File: config.mk
export PLATFORM = sky130hd
export DESIGN_NAME = cism_top
export DESIGN_NICKNAME = d
export VERILOG_FILES = /design/src/design/cism_pkg.sv /design/src/design/cism_evt_if.sv /design/src/design/cism_evt_regs.sv /design/src/design/cism_top.sv
export SDC_FILE = /design/constraint.sdc
export NUM_CORES = 1
export LEC_CHECK = 0
export BUFFER_PORTS_ARGS = -buffer_cell sky130_fd_sc_hd__buf_2
export CORE_ASPECT_RATIO = 1.4
export CORE_MARGIN = 2
export CORE_UTILIZATION = 45
export DETAILED_ROUTE_END_ITERATION = 8
export GPL_TIMING_DRIVEN = 0
export PLACE_DENSITY = 0.89
export SYNTH_ARGS = -nofsm -noshare
export SYNTH_HDL_FRONTEND = slang
export SYNTH_SLANG_ARGS = --single-unit
File: constraint.sdc
create_clock -name ref_clk -period 3.6 [get_ports ref_clk]
set_clock_uncertainty 0.05 [all_clocks]
set_input_delay 0.72 -clock ref_clk [delete_from_list [all_inputs] [get_ports ref_clk]]
set_output_delay 0.72 -clock ref_clk [all_outputs]
set_load 0.02 [all_outputs]
File: src/design/cism_pkg.sv
// Constants and types shared by the interrupt source map and its event registers
package cism_pkg;
  localparam int CISM_LINES = 16;
  localparam int CISM_EVT_W = 32;
  localparam int CISM_CODE_W = 3;
  // Core interrupt line positions
  localparam int CISM_L_RESET = 0;
  localparam int CISM_L_NMI = 1;
  localparam int CISM_L_RSV2 = 2;
  localparam int CISM_L_RSV3 = 3;
  localparam int CISM_L_TMR0 = 4;
  localparam int CISM_L_TMRX = 5;
  localparam int CISM_L_HOST = 6;
  localparam int CISM_L_FIFO = 7;
  localparam int CISM_L_DONE = 8;
  localparam int CISM_L_EVT_LO = 9;
  localparam int CISM_L_SERIAL = 14;
  localparam int CISM_L_EVT7 = 15;
  // Event entry interrupt codes
  localparam logic [2:0] CISM_CODE_LO = 3'h2;
  localparam logic [2:0] CISM_CODE_HI = 3'h6;
  localparam logic [2:0] CISM_CODE_15 = 3'h7;
  localparam int CISM_N_EVT_LINES = 5;
  // Values after reset
  localparam logic [15:0] CISM_IRQ_RST = 16'h0000;
  localparam logic [31:0] CISM_EVT_RST = 32'h0000_0000;
  localparam logic [1:0] CISM_RSYNC_RST = 2'h0;

  typedef struct packed {
    logic [15:0] irq;
    logic live;
  } cism_map_t;

  typedef struct packed {
    logic [31:0] trig;
    logic trig_stb;
    logic [31:0] stat;
    logic live;
  } cism_evt_t;
endpackage : cism_pkg

File: src/design/cism_evt_if.sv
// Carrier between the source map and the core-to-accelerator event registers
`timescale 1ns/1ps
interface cism_evt_if;
  logic trig_wr;
  logic [31:0] trig_wdata;
  logic stat_clr_wr;
  logic [31:0] stat_clr_mask;
  logic [31:0] stat_set;
  logic [31:0] trig_q;
  logic trig_stb;
  logic [31:0] stat_q;
  modport map (output trig_wr, trig_wdata, stat_clr_wr, stat_clr_mask, stat_set,
               input trig_q, trig_stb, stat_q);
  modport regs (input trig_wr, trig_wdata, stat_clr_wr, stat_clr_mask, stat_set,
                output trig_q, trig_stb, stat_q);
endinterface : cism_evt_if

File: src/design/cism_evt_regs.sv
// Event trigger and event status registers between core and DMA accelerator
`timescale 1ns/1ps
module cism_evt_regs
  import cism_pkg::*;
(
  input wire logic ref_clk,
  input wire logic rst_n,
  cism_evt_if.regs evt
);
  cism_evt_t s_r;
  cism_evt_t s_nxt;

  always_comb begin
    s_nxt = s_r;
    s_nxt.live = 1'b1;
    s_nxt.trig_stb = evt.trig_wr;
    if (evt.trig_wr) begin
      s_nxt.trig = evt.trig_wdata;
    end
    // Set beats clear so an event landing on a clear is kept
    s_nxt.stat = (s_r.stat & ~(evt.stat_clr_wr ? evt.stat_clr_mask : CISM_EVT_RST))
                 | evt.stat_set;
  end

  always_ff @(posedge ref_clk or negedge rst_n) begin
    if (!rst_n) begin
      s_r <= '{trig: CISM_EVT_RST, trig_stb: 1'b0, stat: CISM_EVT_RST, live: 1'b0};
    end else begin
      s_r <= s_nxt;
    end
  end

  assign evt.trig_q = s_r.trig;
  assign evt.trig_stb = s_r.trig_stb;
  assign evt.stat_q = s_r.stat;

  // Checks wait for live: an input on the release edge is loaded but never checked
  trig_load_a: assert property (@(posedge ref_clk) disable iff (!s_r.live)
    evt.trig_wr |=> evt.trig_stb && evt.trig_q == $past(evt.trig_wdata))
    else $error("trigger write not presented to accelerator");
  stat_set_a: assert property (@(posedge ref_clk) disable iff (!s_r.live)
    evt.stat_set[0] |=> evt.stat_q[0])
    else $error("status event lost under clear");
  stat_clr_a: assert property (@(posedge ref_clk) disable iff (!s_r.live)
    evt.stat_clr_wr && evt.stat_clr_mask[0] && !evt.stat_set[0] |=> !evt.stat_q[0])
    else $error("status bit not cleared");
endmodule : cism_evt_regs

File: src/design/cism_top.sv
// Peripheral interrupt source map onto the sixteen core interrupt lines
`timescale 1ns/1ps
module cism_top
  import cism_pkg::*;
(
  input wire logic ref_clk,
  input wire logic reset_n,
  input wire logic reset_req,
  input wire logic dma_nmi_irq,
  input wire logic emc_irq,
  input wire logic [3:0] tmr_irq,
  input wire logic [1:0] tmr_ovf_irq,
  input wire logic host_cpu_irq,
  input wire logic dma_fifo_irq,
  input wire logic dma_done_irq,
  input wire logic dma_evt_valid,
  input wire logic [2:0] dma_evt_code,
  input wire logic dma_evt_cpu_req,
  input wire logic [1:0] twi_irq,
  input wire logic [1:0] ssp_irq,
  input wire logic core_trig_wr,
  input wire logic [31:0] core_trig_wdata,
  input wire logic core_stat_clr_wr,
  input wire logic [31:0] core_stat_clr_mask,
  input wire logic [31:0] dma_stat_set,
  output logic [15:0] core_irq,
  output logic [31:0] dma_trig_data,
  output logic dma_trig_stb,
  output logic [31:0] core_evt_status
);
  logic [1:0] rsync_r;
  logic rst_n;
  cism_map_t s_r;
  cism_map_t s_nxt;
  logic evt_ok;

  // Reset released through two flops so removal is clean in this domain
  always_ff @(posedge ref_clk or negedge reset_n) begin
    if (!reset_n) begin
      rsync_r <= CISM_RSYNC_RST;
    end else begin
      rsync_r <= {rsync_r[0], 1'b1};
    end
  end
  assign rst_n = rsync_r[1];

  assign evt_ok = dma_evt_valid && dma_evt_cpu_req;

  always_comb begin
    s_nxt = s_r;
    s_nxt.irq[CISM_L_RESET] = reset_req;
    s_nxt.irq[CISM_L_NMI] = dma_nmi_irq | emc_irq;
    s_nxt.irq[CISM_L_RSV2] = 1'b0;
    s_nxt.irq[CISM_L_RSV3] = 1'b0;
    s_nxt.irq[CISM_L_TMR0] = tmr_irq[0];
    s_nxt.irq[CISM_L_TMRX] = (|tmr_irq[3:1]) | (|tmr_ovf_irq);
    s_nxt.irq[CISM_L_HOST] = host_cpu_irq;
    s_nxt.irq[CISM_L_FIFO] = dma_fifo_irq;
    s_nxt.irq[CISM_L_DONE] = dma_done_irq;
    // One line per code, ascending
    for (int k = 0; k < CISM_N_EVT_LINES; k++) begin
      s_nxt.irq[CISM_L_EVT_LO + k] = evt_ok && (dma_evt_code == CISM_CODE_LO + 3'(k));
    end
    // Line 14 belongs to the serial ports, so code 7 skips it
    s_nxt.irq[CISM_L_SERIAL] = (|twi_irq) | (|ssp_irq);
    s_nxt.irq[CISM_L_EVT7] = evt_ok && (dma_evt_code == CISM_CODE_15);
    s_nxt.live = 1'b1; // Checks arm one edge after the lines leave reset
  end

  always_ff @(posedge ref_clk or negedge rst_n) begin
    if (!rst_n) begin
      s_r <= '{irq: CISM_IRQ_RST, live: 1'b0};
    end else begin
      s_r <= s_nxt;
    end
  end

  assign core_irq = s_r.irq;

  cism_evt_if evt ();
  assign evt.trig_wr = core_trig_wr;
  assign evt.trig_wdata = core_trig_wdata;
  assign evt.stat_clr_wr = core_stat_clr_wr;
  assign evt.stat_clr_mask = core_stat_clr_mask;
  assign evt.stat_set = dma_stat_set;

  cism_evt_regs u_evt (
    .ref_clk(ref_clk),
    .rst_n(rst_n),
    .evt(evt.regs)
  );

  assign dma_trig_data = evt.trig_q;
  assign dma_trig_stb = evt.trig_stb;
  assign core_evt_status = evt.stat_q;

  reset_line_a: assert property (@(posedge ref_clk) disable iff (!s_r.live)
    reset_req |=> core_irq[CISM_L_RESET])
    else $error("reset request not on line 0");

  reset_only_a: assert property (@(posedge ref_clk) disable iff (!s_r.live)
    core_irq[CISM_L_RESET] |-> $past(reset_req))
    else $error("line 0 raised without reset request");

  rsv_idle_a: assert property (@(posedge ref_clk) disable iff (!s_r.live)
    core_irq[CISM_L_RSV3:CISM_L_RSV2] == 2'h0)
    else $error("reserved line active");

  nmi_or_a: assert property (@(posedge ref_clk) disable iff (!s_r.live)
    (dma_nmi_irq || emc_irq) |=> core_irq[CISM_L_NMI])
    else $error("nmi line missed a source");

  nmi_only_a: assert property (@(posedge ref_clk) disable iff (!s_r.live)
    core_irq[CISM_L_NMI] |-> $past(dma_nmi_irq || emc_irq))
    else $error("nmi line raised without source");

  timer0_line_a: assert property (@(posedge ref_clk) disable iff (!s_r.live)
    tmr_irq[0] |=> core_irq[CISM_L_TMR0])
    else $error("timer 0 not on line 4");

  timer0_only_a: assert property (@(posedge ref_clk) disable iff (!s_r.live)
    core_irq[CISM_L_TMR0] |-> $past(tmr_irq[0]))
    else $error("line 4 raised without timer 0");

  timer_or_a: assert property (@(posedge ref_clk) disable iff (!s_r.live)
    ((|tmr_irq[3:1]) || (|tmr_ovf_irq)) |=> core_irq[CISM_L_TMRX])
    else $error("line 5 missed a timer source");

  timer_only_a: assert property (@(posedge ref_clk) disable iff (!s_r.live)
    core_irq[CISM_L_TMRX] |-> $past((|tmr_irq[3:1]) || (|tmr_ovf_irq)))
    else $error("line 5 without timer source");

  host_line_a: assert property (@(posedge ref_clk) disable iff (!s_r.live)
    host_cpu_irq |=> core_irq[CISM_L_HOST])
    else $error("host request not on line 6");

  host_only_a: assert property (@(posedge ref_clk) disable iff (!s_r.live)
    core_irq[CISM_L_HOST] |-> $past(host_cpu_irq))
    else $error("line 6 raised without host request");

  fifo_line_a: assert property (@(posedge ref_clk) disable iff (!s_r.live)
    dma_fifo_irq |=> core_irq[CISM_L_FIFO])
    else $error("fifo status not on line 7");

  fifo_only_a: assert property (@(posedge ref_clk) disable iff (!s_r.live)
    core_irq[CISM_L_FIFO] |-> $past(dma_fifo_irq))
    else $error("line 7 raised without fifo status");

  done_line_a: assert property (@(posedge ref_clk) disable iff (!s_r.live)
    dma_done_irq |=> core_irq[CISM_L_DONE])
    else $error("completion not on line 8");

  done_only_a: assert property (@(posedge ref_clk) disable iff (!s_r.live)
    core_irq[CISM_L_DONE] |-> $past(dma_done_irq))
    else $error("line 8 not tied to completion");

  evt_gate_a: assert property (@(posedge ref_clk) disable iff (!s_r.live)
    !(dma_evt_valid && dma_evt_cpu_req) |=> core_irq[13:9] == 5'h0 && !core_irq[CISM_L_EVT7])
    else $error("event line raised without request");

  code_low_a: assert property (@(posedge ref_clk) disable iff (!s_r.live)
    evt_ok && dma_evt_code < 3'h2 |=> core_irq[15] == 1'b0 && core_irq[13:9] == 5'h00)
    else $error("code below 2 raised an event line");

  code2_line_a: assert property (@(posedge ref_clk) disable iff (!s_r.live)
    evt_ok && dma_evt_code == 3'h2 |=> core_irq[13:9] == 5'h01)
    else $error("code 2 not on line 9");

  code3_line_a: assert property (@(posedge ref_clk) disable iff (!s_r.live)
    evt_ok && dma_evt_code == 3'h3 |=> core_irq[13:9] == 5'h02)
    else $error("code 3 not on line 10");

  code4_line_a: assert property (@(posedge ref_clk) disable iff (!s_r.live)
    evt_ok && dma_evt_code == 3'h4 |=> core_irq[13:9] == 5'h04)
    else $error("code 4 not on line 11");

  code5_line_a: assert property (@(posedge ref_clk) disable iff (!s_r.live)
    evt_ok && dma_evt_code == 3'h5 |=> core_irq[13:9] == 5'h08)
    else $error("code 5 not on line 12");

  code6_line_a: assert property (@(posedge ref_clk) disable iff (!s_r.live)
    evt_ok && dma_evt_code == 3'h6 |=> core_irq[13:9] == 5'h10)
    else $error("code 6 not on line 13");

  code7_line_a: assert property (@(posedge ref_clk) disable iff (!s_r.live)
    evt_ok && dma_evt_code == 3'h7 && twi_irq == 2'h0 && ssp_irq == 2'h0
    |=> core_irq[CISM_L_EVT7] && !core_irq[CISM_L_SERIAL])
    else $error("code 7 misrouted");

  evt_onehot_a: assert property (@(posedge ref_clk) disable iff (!s_r.live)
    $onehot0({core_irq[CISM_L_EVT7], core_irq[13:9]}))
    else $error("more than one event line raised");

  serial_or_a: assert property (@(posedge ref_clk) disable iff (!s_r.live)
    ((|twi_irq) || (|ssp_irq)) |=> core_irq[CISM_L_SERIAL])
    else $error("serial request not on line 14");

  serial_only_a: assert property (@(posedge ref_clk) disable iff (!s_r.live)
    core_irq[CISM_L_SERIAL] |-> $past((|twi_irq) || (|ssp_irq)))
    else $error("line 14 raised without serial request");

  trig_out_a: assert property (@(posedge ref_clk) disable iff (!s_r.live)
    dma_trig_stb |-> $past(core_trig_wr))
    else $error("trigger strobe without core write");

  trig_hold_a: assert property (@(posedge ref_clk) disable iff (!s_r.live)
    !core_trig_wr |=> !dma_trig_stb && $stable(dma_trig_data))
    else $error("trigger value moved without core write");

  stat_hold_a: assert property (@(posedge ref_clk) disable iff (!s_r.live)
    !core_stat_clr_wr && dma_stat_set == 32'h0000_0000 |=> $stable(core_evt_status))
    else $error("event status moved without set or clear");
endmodule : cism_top

After elaboration in Yosys (flattened, before gate mapping)
Cells that the tools add are included.

storage, ports and cells
  output and inout bits = 81
  register bits after elaboration = 81
  input port bits = 121

cells by class
  bitwise operators = 6
  equality and inequality tests = 6
  muxes and demuxes = 1
  reduce and logical (&&, ||, !) cells = 11

operators by type and width
  operator              number
  $and A32 B32 Y32      1
  $mux W32              1
  $not A32 Y32          1
  $or A32 B32 Y32       1
  $eq A3 B3 Y1 const B  4
  $logic_and A1 B1 Y1   7
  $eq A3 B2 Y1 const B  2
  $reduce_or A2 Y1      3
  $or A1 B1 Y1          3
  $reduce_or A3 Y1      1

Longest topological paths before layout
  depth after elaboration = 4
  depth in mapped cells = 3
  mapped depth without buffers = 2

Hierarchy
From an unflattened synthesis, not the netlist that was laid out.

second synthesis, totals
  cell total of the unflattened synthesis = 203
  area, all modules = 3044.2 sq um

by module, submodules not included
  module         instances  area an instance (sq um)  cells an instance  sequential area each (sq um)
  cism_evt_regs  1          2546.2                    168                1626.6
  cism_top       1          498.0                     35                 400.4

Worst setup path before layout
OpenSTA, ideal clock, no wires.

  path type = input to register
  start point = input port core_trig_wr
  end point = register u_evt.s_r (netlist bit u_evt.evt.trig_q[10])
  path slack = 2.163 ns
  data arrival time = 1.262 ns
  data required time = 3.425 ns
  stages on the path = 3
  path through = buf_6 -> buf_12 -> mux2_4

RTL lines
  item                  RTL line             RTL
  from (decl)           cism_top.sv:21       input wire logic core_trig_wr,
  to (signal assigned)  cism_evt_regs.sv:27  s_r <= '{trig: CISM_EVT_RST, trig_stb: 1'b0, stat: CISM_EVT_RST, live: 1'b0};
  to (signal assigned)  cism_evt_regs.sv:29  s_r <= s_nxt;
  to (decl)             cism_evt_regs.sv:10  cism_evt_t s_r;

No word-level cell between the ends.

Worst setup path in the final report
  start point = register u_evt.s_r (netlist bit u_evt.evt.stat_q[10])
  end point = output port core_evt_status[10]

RTL lines
  item       RTL line        RTL
  to (decl)  cism_top.sv:29  output logic [31:0] core_evt_status

No word-level cell between the ends.

==> flow_metrics.tcl <==
set metrics [dict create \
    final_core_util 0.6611 \
    cts_num_sinks 81 \
    peakVddDrop_mv 0.3817 \
    period_share 0.4672 \
    use_met2 0.3661 \
    max-cap-violations 0 \
    port_buffers 199 \
    firstDrtPassIters 3 \
    hold_class "in -> async" \
    die_h_um 101.3 \
    dp.final_hpwl_um 5841 \
    synth_warnings 0 \
    powerDensity_nw_per_um2 453.2 \
    finalNetCount 536 \
    path_max_fanout 2 \
    cpLargestDelayFamily "flip-flops" \
    crit_path_max_incr_delay_ps 410 \
    worst_setup_path_end_kind "output pin" \
    crit_arrival_ps 910 \
    netlist_area_um2 3044 \
    min_period_ps 1682 \
    dieArea_um2 7448 \
    place.gp.congestion 0.7425 \
    tritoncts "done" \
    vias_per_cell 4.652 \
    synth_seq_area_share 0.6658 \
    grtUsageMet3 0.05473 \
    gr-total-overflow 0 \
    grt_pass1_wl_um 10430 \
    cts_max_level 3 \
    antenna_found_initial 0 \
    io_pins 202 \
    crit_start "u_evt.evt.stat_q[10]" \
    area_growth_pct 42.66 \
    setup_viol 0 \
    wl_per_cell_um 14.64 \
    fmax_mhz 594.5 \
    wl_um 7230 \
    cp_cell_sequence "buf_2" \
    start_util 0.4634 \
    dr.first_iter.drc_count 64 \
    grt.total_usage 0.1910 \
    syn_inst 203 \
    postCtsResizedCells 0 \
    crit_type "reg -> out" \
    diodes 0 \
    timing.hold.ws_ps 108.6 \
    clk_latency_ps 330 \
    gr-max-usage-layer "met2" \
    leakage_nw 2.288 \
    cp_slowest_cell "dfrtp_1" \
    rsz0062_at_grt "false" \
    ys_ff_latch 81 \
    synthDistinctLibCells 17 \
    startpoint_type "register" \
    cts_made_buffers 9 \
    drc 0 \
    setup_tns_ps 0 \
    cp.required_ps 2830 \
    rows 35 \
    cts_hold_buf 0 \
    final_hold_viol_count 0 \
    status "completed" \
    cts_root_buf "clkbuf_8" \
    grt_max_degree 44 \
    chipWidth_um 73.51 \
    grt_util_met1 0.1890 \
    antenna_left 0 \
    reg2reg_from "rsync_r[1]" \
    cts.clk_slew.worst_paths_ps 80 \
    crit_buf_inv 1 \
    cts_setup_buffers 0 \
    grt_pass1_vias 2295 \
    postSynthAreaPerCell_um2 15.00 \
    vias 2298 \
    core_um2 6569 \
    clockBufferDepth 2 \
    finalPower_w 0.001968 \
    final_max_slew_viol_count 0 \
    drive_above_1_share 0.6143 \
]
synth_stat cells, drive strengths merged:
library cell	instances	area (µm²)
dfrtp	81	2027
nand2	35	131.4
a21o	32	240.2
mux2	32	473.0
buf	9	101.3
nor3	4	20.02
nor2	3	11.26
conb	2	7.510
nand2b	1	6.260
nand3	1	5.000
nor3b	1	7.510
or2	1	6.260
or4	1	7.510
final timing paths:
path / cells after the start / endpoint / slack, ps
worst max-delay path: 1 / core_evt_status[10] / 1920
worst min-delay path: 1 / rsync_r[1] / 110
worst max register to register: 1 / u_evt.evt.stat_q[23] / 2680
worst min register to register: 0 / u_evt.evt.trig_q[12] / 240
max in group asynchronous: 1 / u_evt.evt.stat_q[23] / 2680
min in group ref_clk: 0 / rsync_r[1] / 320
stage by stage:
step                instances  setup slack (ps)  cell area [µm²]
floorplan                 204              1127             3048
global placement          477             474.2             4136
detailed placement        478              1997             4160
CTS                       494              1892             4343
global route              494              1871             4343
finish                    494              1918             4343
area by class of cell:
class                           count  area [µm²]
Clock inverter                      4       27.53
Fill cell                         478        2226
Tap cell                           74       92.59
Timing Repair Buffer              200        1016
Clock buffer                       12       155.1
Multi-Input combinational cell    114       919.6
Sequential cell                    81        2031
Buffer                              9       101.3
kinds of logic after synthesis:
group,share of synthesized area
AND/OR/NAND/NOR,0.06412
buffers and inverters,0.03329
flip-flops,0.6658
other,0.002467
AO/OA/AOI/OAI,0.07891
multiplexers,0.1554
where the power goes:
| group | total, W | switching [W] | internal (W) |
|---|---|---|---|
| sequential | 0.00102 | 0.0000432 | 0.000976 |
| combinational | 0.000355 | 0.000182 | 0.000174 |
| clock | 0.000594 | 0.000307 | 0.000287 |
| total | 0.00197 | 0.000532 | 0.00144 |
routing by layer:
layer,wire (µm),part of all wire
met5,0,0
met4,100,0.014
met3,527,0.073
met2,4004,0.55
met1,2597,0.36
placed cells by master (no fill, tap or decap):
cell type | synthesis | final
or2_2 | 1 | 1
nor3_1 | 4 | 4
nor3b_1 | 1 | 1
clkbuf_1 | 0 | 1
mux2_4 | 30 | 30
buf_4 | 2 | 2
clkinvlp_4 | 0 | 3
buf_2 | 3 | 202
nor2_1 | 3 | 3
or4_1 | 1 | 1
dfrtp_4 | 0 | 1
mux2_2 | 2 | 2
clkinv_2 | 0 | 1
conb_1 | 2 | 3
clkbuf_8 | 0 | 11
dfrtp_1 | 81 | 80
buf_6 | 1 | 1
buf_12 | 3 | 4
nand2b_1 | 1 | 1
a21o_1 | 32 | 32
nand3_1 | 1 | 1
nand2_1 | 35 | 35
sequential cells by signal, summed over array words and instances (netlist names):
name,flops
u_evt.evt.trig_stb,1
core_irq,14
rsync_r,2
u_evt.evt.stat_q,32
u_evt.evt.trig_q,32
Power figures use the tool's default switching activity.
